`config.mk`:
```
export PLATFORM = sky130hd
export DESIGN_NAME = tau_top
export DESIGN_NICKNAME = d
export VERILOG_FILES = /design/src/rtl/tau_pkg.sv /design/src/rtl/tau_top.sv /design/src/rtl/tau_hold_bank.sv
export VERILOG_INCLUDE_DIRS = /design/src /design/src/rtl
export SDC_FILE = /design/constraint.sdc
export NUM_CORES = 2
export LEC_CHECK = 0
export ABC_AREA = 1
export BUFFER_PORTS_ARGS = -buffer_cell sky130_fd_sc_hd__buf_2
export CAP_MARGIN = 20
export CORE_MARGIN = 2
export CORE_UTILIZATION = 50
export CTS_CLUSTER_SIZE = 12
export DETAILED_ROUTE_END_ITERATION = 16
export PLACE_DENSITY = 0.66
export SLEW_MARGIN = 5
export SYNTH_ARGS = -nofsm -noshare
export SYNTH_HDL_FRONTEND = slang
export SYNTH_HIERARCHICAL = 1
export SYNTH_SLANG_ARGS = --single-unit
export TNS_END_PERCENT = 50
```
`constraint.sdc`:
```
create_clock -name clock -period 3.9 [get_ports clock]
set_input_delay 0.78 -clock clock [delete_from_list [all_inputs] [get_ports clock]]
set_output_delay 0.78 -clock clock [all_outputs]
set_load 0.005 [all_outputs]
```
`src/rtl/tau_map.svh`:
```
// Offsets, field positions, reset values and key constants for the table
// access and unlock block. Assumes a byte-addressed Wishbone slave port.
`ifndef TAU_MAP_SVH
`define TAU_MAP_SVH
`define TAU_OFS_PTR_LOW 8'h00
`define TAU_OFS_PTR_HIGH 8'h04
`define TAU_OFS_PTR_UPPER 8'h08
`define TAU_OFS_LATCH 8'h0C
`define TAU_OFS_CTRL 8'h10
`define TAU_OFS_KEY 8'h14
`define TAU_KEY_FIRST 8'h55
`define TAU_KEY_SECOND 8'hAA
`define TAU_CTRL_START 0
`define TAU_CTRL_WEN 2
`define TAU_CTRL_FREE 4
`define TAU_CTRL_DONE 5
`define TAU_CTRL_REGION_LO 6
`define TAU_PTR_RST 22'h000000
`define TAU_LATCH_RST 8'h00
`define TAU_REGION_RST 2'h0
`define TAU_HOLD_RST 8'hFF
`define TAU_HOLD_DEPTH 128
`define TAU_HOLD_IDX_W 7
`endif

```
`src/rtl/tau_pkg.sv`:
```
// Types shared by the table access and unlock block.
// Assumes the map header supplies all numeric constants.
package tau_pkg;
  typedef enum logic [1:0] {
    TAU_KEEP = 2'h0,
    TAU_POST_INC = 2'h1,
    TAU_POST_DEC = 2'h2,
    TAU_PRE_INC = 2'h3
  } tau_mode_t;
  typedef enum logic [1:0] {
    TAU_KEY_IDLE = 2'h0,
    TAU_KEY_GOT1 = 2'h1,
    TAU_KEY_GOT2 = 2'h3
  } tau_key_t;
  typedef enum logic [1:0] {
    TAU_OP_IDLE = 2'h0,
    TAU_OP_READ = 2'h1,
    TAU_OP_NV = 2'h3
  } tau_op_t;
endpackage

```
`src/rtl/tau_top.sv`:
```
// Table pointer, table latch, holding registers and the unlock sequence.
// Assumes one core clock, a Wishbone classic master, and a flash array
// that answers reads and long operations with one-cycle strobes.
`timescale 1ns/1ns
`include "tau_map.svh"
module tau_top (
  // Clock, reset and enable.
  input wire logic clock,
  input wire logic rstn,
  input wire logic ce,
  // Wishbone classic slave.
  input wire logic wb_cyc_i,
  input wire logic wb_stb_i,
  input wire logic wb_we_i,
  input wire logic [7:0] wb_adr_i,
  input wire logic [3:0] wb_sel_i,
  input wire logic [31:0] wb_dat_i,
  output logic [31:0] wb_dat_o,
  output logic wb_ack_o,
  // Core table instruction port.
  input wire logic table_go,
  input wire logic table_is_write,
  input wire tau_pkg::tau_mode_t table_mode,
  input wire logic seq_break,
  output logic core_stall,
  // Flash byte read path.
  output logic mem_rd_req,
  output logic [21:0] mem_rd_addr,
  input wire logic mem_rd_valid,
  input wire logic [15:0] mem_rd_word,
  // Flash long operations.
  output logic nv_erase,
  output logic nv_program,
  output logic [14:0] nv_block_addr,
  output logic [1:0] nv_region,
  input wire logic nv_done,
  input wire logic [`TAU_HOLD_IDX_W-1:0] hold_rd_idx,
  output logic [7:0] hold_rd_data
);
  import tau_pkg::*;

  logic [21:0] ptr_q;
  logic [7:0] latch_q;
  logic [31:0] wb_dat_q;
  logic ack_q;
  tau_key_t key_q;
  tau_op_t op_q;
  logic stall_q;
  logic rd_req_q;
  logic [21:0] rd_addr_q;
  logic erase_q;
  logic prog_q;
  logic prog_kind_q;
  logic [14:0] blk_q;
  logic wen_q;
  logic free_q;
  logic done_q;
  logic [1:0] region_q;
  logic accept;
  logic acc_rd;
  logic acc_wr;
  logic [21:0] pre_ptr;
  logic [21:0] eff_ptr;
  logic [21:0] post_ptr;
  logic bus_req;
  logic bus_wr;
  logic wr_key;
  logic wr_ctrl;
  logic start_ok;
  logic rd_done;
  logic nv_end;
  logic [7:0] rd_byte;

  // Steps only the low 21 bits so the space select bit never moves.
  function automatic logic [21:0] tau_step(input logic [21:0] p,
                                           input logic dn);
    logic [20:0] low;
    low = dn ? p[20:0] - 21'h000001 : p[20:0] + 21'h000001;
    tau_step = {p[21], low};
  endfunction

  assign accept = ce && table_go && op_q == TAU_OP_IDLE;
  assign acc_rd = accept && !table_is_write;
  assign acc_wr = accept && table_is_write;
  assign pre_ptr = tau_step(ptr_q, 1'b0);
  assign eff_ptr = table_mode == TAU_PRE_INC ? pre_ptr : ptr_q;
  assign rd_done = ce && op_q == TAU_OP_READ && mem_rd_valid;
  assign nv_end = ce && op_q == TAU_OP_NV && nv_done;
  assign rd_byte = rd_addr_q[0] ? mem_rd_word[15:8] : mem_rd_word[7:0];

  always_comb begin
    case (table_mode)
      TAU_KEEP: post_ptr = ptr_q;
      TAU_POST_INC: post_ptr = pre_ptr;
      TAU_POST_DEC: post_ptr = tau_step(ptr_q, 1'b1);
      TAU_PRE_INC: post_ptr = pre_ptr;
      default: post_ptr = ptr_q;
    endcase
  end

  assign bus_req = ce && wb_cyc_i && wb_stb_i && !ack_q;
  assign bus_wr = bus_req && wb_we_i && wb_sel_i[0];
  assign wr_key = bus_wr && wb_adr_i == `TAU_OFS_KEY;
  assign wr_ctrl = bus_wr && wb_adr_i == `TAU_OFS_CTRL;
  // Start needs the write enable and both keys in order.
  assign start_ok = wr_ctrl && wb_dat_i[`TAU_CTRL_START] &&
    wb_dat_i[`TAU_CTRL_WEN] && key_q == TAU_KEY_GOT2 &&
    op_q == TAU_OP_IDLE && !accept && !seq_break;

  // Bus answers one cycle after the request; unmapped offsets read zero.
  always_ff @(posedge clock or negedge rstn) begin
    if (!rstn) begin
      ack_q <= 1'b0;
      wb_dat_q <= 32'h00000000;
    end else if (ce) begin
      ack_q <= bus_req;
      if (bus_req) begin
        case (wb_adr_i)
          `TAU_OFS_PTR_LOW: wb_dat_q <= {24'h000000, ptr_q[7:0]};
          `TAU_OFS_PTR_HIGH: wb_dat_q <= {24'h000000, ptr_q[15:8]};
          `TAU_OFS_PTR_UPPER: wb_dat_q <= {26'h0000000, ptr_q[21:16]};
          `TAU_OFS_LATCH: wb_dat_q <= {24'h000000, latch_q};
          `TAU_OFS_CTRL: wb_dat_q <= {24'h000000, region_q, done_q, free_q,
                                      1'b0, wen_q, 1'b0,
                                      op_q == TAU_OP_NV};
          default: wb_dat_q <= 32'h00000000;
        endcase
      end
    end
  end

  // Table accesses win over a bus write to the pointer in the same cycle.
  always_ff @(posedge clock or negedge rstn) begin
    if (!rstn) begin
      ptr_q <= `TAU_PTR_RST;
    end else if (ce) begin
      if (accept) begin
        ptr_q <= post_ptr;
      end else if (bus_wr) begin
        case (wb_adr_i)
          `TAU_OFS_PTR_LOW: ptr_q[7:0] <= wb_dat_i[7:0];
          `TAU_OFS_PTR_HIGH: ptr_q[15:8] <= wb_dat_i[7:0];
          `TAU_OFS_PTR_UPPER: ptr_q[21:16] <= wb_dat_i[5:0];
          default: ptr_q <= ptr_q;
        endcase
      end
    end
  end

  always_ff @(posedge clock or negedge rstn) begin
    if (!rstn) begin
      latch_q <= `TAU_LATCH_RST;
    end else if (ce) begin
      if (rd_done) begin
        latch_q <= rd_byte;
      end else if (bus_wr && wb_adr_i == `TAU_OFS_LATCH) begin
        latch_q <= wb_dat_i[7:0];
      end
    end
  end

  // Control bits; done is sticky and its set beats a software clear.
  always_ff @(posedge clock or negedge rstn) begin
    if (!rstn) begin
      wen_q <= 1'b0;
      free_q <= 1'b0;
      region_q <= `TAU_REGION_RST;
      done_q <= 1'b0;
    end else if (ce) begin
      if (wr_ctrl) begin
        wen_q <= wb_dat_i[`TAU_CTRL_WEN];
        free_q <= wb_dat_i[`TAU_CTRL_FREE];
        region_q <= wb_dat_i[`TAU_CTRL_REGION_LO +: 2];
      end
      if (nv_end) begin
        done_q <= 1'b1;
      end else if (wr_ctrl && !wb_dat_i[`TAU_CTRL_DONE]) begin
        done_q <= 1'b0;
      end
    end
  end

  // Progress is lost on any other bus write with byte lane 0 enabled, a table access or a break.
  always_ff @(posedge clock or negedge rstn) begin
    if (!rstn) begin
      key_q <= TAU_KEY_IDLE;
    end else if (ce) begin
      if (seq_break) begin
        key_q <= TAU_KEY_IDLE;
      end else if (wr_key && wb_dat_i[7:0] == `TAU_KEY_FIRST) begin
        key_q <= TAU_KEY_GOT1;
      end else if (wr_key && wb_dat_i[7:0] == `TAU_KEY_SECOND &&
                   key_q == TAU_KEY_GOT1) begin
        key_q <= TAU_KEY_GOT2;
      end else if (bus_wr || accept) begin
        key_q <= TAU_KEY_IDLE;
      end
    end
  end

  // Operation sequencing; the core is held while a read or long op runs.
  always_ff @(posedge clock or negedge rstn) begin
    if (!rstn) begin
      op_q <= TAU_OP_IDLE;
      stall_q <= 1'b0;
      rd_req_q <= 1'b0;
      rd_addr_q <= `TAU_PTR_RST;
      erase_q <= 1'b0;
      prog_q <= 1'b0;
      prog_kind_q <= 1'b0;
      blk_q <= 15'h0000;
    end else if (ce) begin
      erase_q <= 1'b0;
      prog_q <= 1'b0;
      case (op_q)
        TAU_OP_IDLE: begin
          if (acc_rd) begin
            op_q <= TAU_OP_READ;
            stall_q <= 1'b1;
            rd_req_q <= 1'b1;
            rd_addr_q <= eff_ptr;
          end else if (start_ok) begin
            op_q <= TAU_OP_NV;
            stall_q <= 1'b1;
            erase_q <= wb_dat_i[`TAU_CTRL_FREE];
            prog_q <= !wb_dat_i[`TAU_CTRL_FREE];
            prog_kind_q <= !wb_dat_i[`TAU_CTRL_FREE];
            blk_q <= ptr_q[21:7];
          end
        end
        TAU_OP_READ: begin
          if (mem_rd_valid) begin
            op_q <= TAU_OP_IDLE;
            stall_q <= 1'b0;
            rd_req_q <= 1'b0;
          end
        end
        TAU_OP_NV: begin
          if (nv_done) begin
            op_q <= TAU_OP_IDLE;
            stall_q <= 1'b0;
          end
        end
        default: begin
          op_q <= TAU_OP_IDLE;
          stall_q <= 1'b0;
          rd_req_q <= 1'b0;
        end
      endcase
    end
  end

  // Only the low seven bits matter for a table write; flash is untouched.
  tau_hold_bank u_hold (
    .clock(clock),
    .rstn(rstn),
    .ce(ce),
    .we(acc_wr),
    .wr_idx(eff_ptr[`TAU_HOLD_IDX_W-1:0]),
    .wr_data(latch_q),
    .clr(nv_end && prog_kind_q),
    .rd_idx(hold_rd_idx),
    .rd_data_q(hold_rd_data)
  );

  assign wb_dat_o = wb_dat_q;
  assign wb_ack_o = ack_q;
  assign core_stall = stall_q;
  assign mem_rd_req = rd_req_q;
  assign mem_rd_addr = rd_addr_q;
  assign nv_erase = erase_q;
  assign nv_program = prog_q;
  assign nv_block_addr = blk_q;
  assign nv_region = region_q;
endmodule

```
`src/rtl/tau_hold_bank.sv`:
```
// Write-block holding registers, one byte each, with a flash read port.
// Assumes one clock, active-low async reset and a freezing clock enable.
`timescale 1ns/1ns
`include "tau_map.svh"
module tau_hold_bank (
  // Clock and reset.
  input wire logic clock,
  input wire logic rstn,
  input wire logic ce,
  // Byte write from the table latch.
  input wire logic we,
  input wire logic [`TAU_HOLD_IDX_W-1:0] wr_idx,
  input wire logic [7:0] wr_data,
  // Return every byte to the blank value after programming.
  input wire logic clr,
  // Read port for the flash array.
  input wire logic [`TAU_HOLD_IDX_W-1:0] rd_idx,
  output logic [7:0] rd_data_q
);
  logic [7:0] mem_q [0:`TAU_HOLD_DEPTH-1];

  // A blank byte leaves its flash location untouched when programmed.
  always_ff @(posedge clock or negedge rstn) begin
    if (!rstn) begin
      for (int i = 0; i < `TAU_HOLD_DEPTH; i++) begin
        mem_q[i] <= `TAU_HOLD_RST;
      end
    end else if (ce) begin
      if (clr) begin
        for (int i = 0; i < `TAU_HOLD_DEPTH; i++) begin
          mem_q[i] <= `TAU_HOLD_RST;
        end
      end else if (we) begin
        mem_q[wr_idx] <= wr_data;
      end
    end
  end

  always_ff @(posedge clock or negedge rstn) begin
    if (!rstn) begin
      rd_data_q <= `TAU_HOLD_RST;
    end else if (ce) begin
      rd_data_q <= mem_q[rd_idx];
    end
  end
endmodule

```
==> metrics.cfg <==
[run_status]
status=complete, no violations

[synth]
ys_warn_count=6
postSynthAreaPerCell_um2=7.93
synth_edf_count=0
synth_cell_type_count=48
synthArstFlopShare_pct=100
synth_seq_cells=1121
synth_cells=6940
synth.yosys.seq_area_share_pct=53.3
syn_area_um2=55000
synth-main-ff-cell=dfstp_2

[grt]
grt_pass1_wl_um=259000
grt_max_degree=146
gr-usage-all-layers_pct=29.2
grt_pass1_vias=44400
overflow=0
antenna_found_initial=2

[floorplan]
coreArea_um2=109000
start_util_pct=50.5
num_rows=121
ios=164
die-area_um2=113000
die_w_um=336
die_height_um=336

[detailed_routing]
ant_nets=0
viasPerCell=5.62
firstDrtPassIters=6
wl_per_cell_um=19.7
first_iter_violations=4477
drc=0
drt_wl_total_um=164000
num_vias=46600

[finish]
drive_gt1_share_pct=23.3
finish.utilization_pct=55.9
ff_latch_area_um2=29300
area_growth_pct=10.7
multi_input_area_um2=23000
n_fill_cell=10200
final_nets=6872

[timing]
skew_ns=0.0235
setup_viol=0
timing.final.crit_share_pct=93.1
fin_crit_ns=3.63
slew_headroom_pct=41.3
rsz0062_at_grt=false
hold_violations=0
fmax_mhz=275
fin_tns_setup_ns=0
worstMarginPinSlew_ns=0.880
final_max_slew_viol_count=0

[setup_path]
r2r_setup_slack_ns=0.27
worstPathRequired_ns=4.53
critPathMaxFanout=16
rr_startpoint=ptr_q[0]
crit_end=u_hold/mem_q[570]
end_kind=flip-flop
crit_start=ptr_q[0]
worstPathArrival_ns=4.26
rr_worst_depth=10
worstSetupStartpointType=flip-flop
criticalPathCategory=reg -> reg
r2r-end=u_hold/mem_q[570]

[placed_design]
gp_congestion=0.945
portBuffers=112
dp_hpwl_um=96700

[flow_run]
max_cap_violations=0

[cts]
post_cts_buffers=0
cts_buffers=130
root_buffer=clkbuf_16
htree_levels=4
clock-sinks=1121
clockBufferDepth=3
insertion_delay_ns=0.73
cts_tree=yes
clk_pin_slew_ns=0.06

[power_and_ir_drop]
cellLeakagePower_nw=23.5
ir_worst_vdd_mv=0.855
powerDensity_nw_per_um2=523

[hold_path]
hp-class=in -> async

-- where the power goes --
part           total, W  leakage, nW  switching (W)  internal [W]
Sequential       0.0131         11.8       0.000581        0.0126
Combinational   0.00666         9.68        0.00521       0.00145
Clock            0.0121         2.10        0.00481       0.00727
Total            0.0319         23.5         0.0106        0.0213
-- metrics by stage --
stage | cell area (um^2) | worst slack (ns) | hold WS, ns | total power [W] | instances
after floorplan | 55100 | 0.627 | 0.453 | 0.0167 | 6963
after global placement | 56700 | 0.211 | 0.455 | 0.0198 | 8071
after detailed placement | 56700 | 0.112 | 0.461 | 0.0199 | 8072
after CTS | 60900 | 0.297 | 0.289 | 0.0321 | 8299
after global routing | 60900 | 0.00482 | 0.333 | 0.0332 | 8299
final | 60900 | 0.268 | 0.302 | 0.0319 | 8300
-- sequential cells by signal, summed over array words and instances, names as in the netlist, 8 cells and up --
signal / flops
wb_dat_o: 8
u_hold/rd_data_q: 8
nv_block_addr: 15
u_hold/mem_q: 1024
ptr_q: 22
latch_q: 8
mem_rd_addr: 22
-- critical path, stage by stage (launching register included) --
cell and delay (ns):
dfrtp_1 0.49, ha_1 0.23, nand3_1 0.17, xor2_1 0.20, o21ai_0 0.38, nand2_1 0.57, nor2_1 0.66, nand2_1 0.11
nand2_1 0.08, nand2_1 0.29, o21ai_0 0.34
-- cell usage in the layout (no fill, tap or decap), types with 3 or more instances in the layout --
| cell type | instances |
|---|---|
| nor2_1 | 104 |
| bufinv_16 | 4 |
| inv_6 | 3 |
| clkbuf_8 | 31 |
| conb_1 | 24 |
| nor2_2 | 8 |
| nor3_1 | 8 |
| buf_12 | 44 |
| inv_2 | 10 |
| nor2_4 | 13 |
| xor2_1 | 15 |
| nand4_1 | 9 |
| clkbuf_1 | 34 |
| nor4_1 | 3 |
| o211ai_1 | 11 |
| a21oi_1 | 24 |
| dfstp_2 | 1032 |
| inv_4 | 5 |
| clkbuf_16 | 138 |
| inv_1 | 95 |
| o21a_1 | 4 |
| nand2_1 | 2690 |
| buf_4 | 92 |
| nor3_4 | 9 |
| clkinv_2 | 17 |
| dfrtp_1 | 89 |
| nand3_1 | 1025 |
| nand2_2 | 75 |
| a31oi_1 | 4 |
| o22ai_1 | 6 |
| o221ai_1 | 9 |
| o21ai_1 | 420 |
| o21ai_0 | 696 |
| buf_2 | 108 |
-- synth_stat cells, types with 2 or more instances --
cell type,count,share of area (%)
a21oi_1,24,0.22
a31oi_1,4,0.045
buf_1,48,0.33
buf_2,144,1.3
buf_4,36,0.49
buf_6,9,0.18
clkbuf_1,313,2.1
clkbuf_2,2,0.018
dfrtp_1,89,4.0
dfstp_2,1032,49
ha_1,2,0.045
inv_1,98,0.67
inv_2,11,0.075
inv_4,3,0.034
nand2_1,2690,18
nand2_2,75,0.85
nand3_1,1025,9.3
nand3_4,2,0.064
nand4_1,9,0.10
nor2_1,115,0.78
nor2_2,6,0.068
nor2_4,4,0.082
nor3_1,8,0.073
nor3_2,3,0.055
nor3_4,8,0.24
nor4_1,3,0.034
o211ai_1,11,0.15
o21a_1,4,0.055
o21ai_0,698,6.3
o21ai_1,418,3.8
o221ai_1,9,0.14
o22ai_1,6,0.068
xnor2_1,2,0.032
xor2_1,15,0.24
-- cell type report --
| class | count | area share [%] |
|---|---|---|
| antenna | 1 | 0.00411 |
| clock buffer | 202 | 6.55 |
| clock inverter | 25 | 0.404 |
| inverter | 113 | 0.749 |
| multi-input combinational | 5176 | 37.7 |
| sequential | 1121 | 48.1 |
| tap | 1414 | 2.90 |
| timing repair buffer | 248 | 3.58 |
-- worst min-delay path by stage --
| stage | from | endpoint | slack (ns) |
|---|---|---|---|
| global route | rstn | u_hold/mem_q[796] | 0.33 |
| finish | rstn | u_hold/mem_q[778] | 0.30 |
| global placement | mem_rd_addr[1] | mem_rd_addr[1] | 0.45 |
| detailed placement | mem_rd_addr[19] | mem_rd_addr[19] | 0.46 |
| floorplan | u_hold/mem_q[368] | u_hold/mem_q[368] | 0.45 |
| CTS | rstn | u_hold/mem_q[843] | 0.29 |
-- cells by family (layout without fill, tap and decap cells) --
| kind of cell | Yosys count | in the layout | share of synthesized area (%) |
|---|---|---|---|
| simple gates | 3955 | 3955 | 30.2 |
| compound gates | 1178 | 1178 | 10.9 |
| flops | 1121 | 1121 | 53.3 |
| buf+inv | 666 | 588 | 5.29 |
| xor+xnor | 17 | 17 | 0.271 |
| fa+ha+maj | 2 | 2 | 0.0455 |
| other cells | 1 | 25 | 0.00681 |
-- repair_timing --
action | in CTS | in global routing
endpoints found under the setup margin | 0 | 2
hold buffers | 0 | 0
gates resized for setup | 0 | 1
-- per-layer routing --
layer / track usage (%) / vias to the layer above / wire length, um / part of all wire, %
li1: - / 22400 / - / -
met1: 40.9 / 22400 / 72400 / 44
met2: 45.9 / 1499 / 75000 / 46
met3: 4.90 / 288 / 11000 / 6.7
met4: 10.0 / 2 / 5160 / 3.2
met5: 0 / - / 12 / 0.0073
Power figures use the tool's default switching activity.
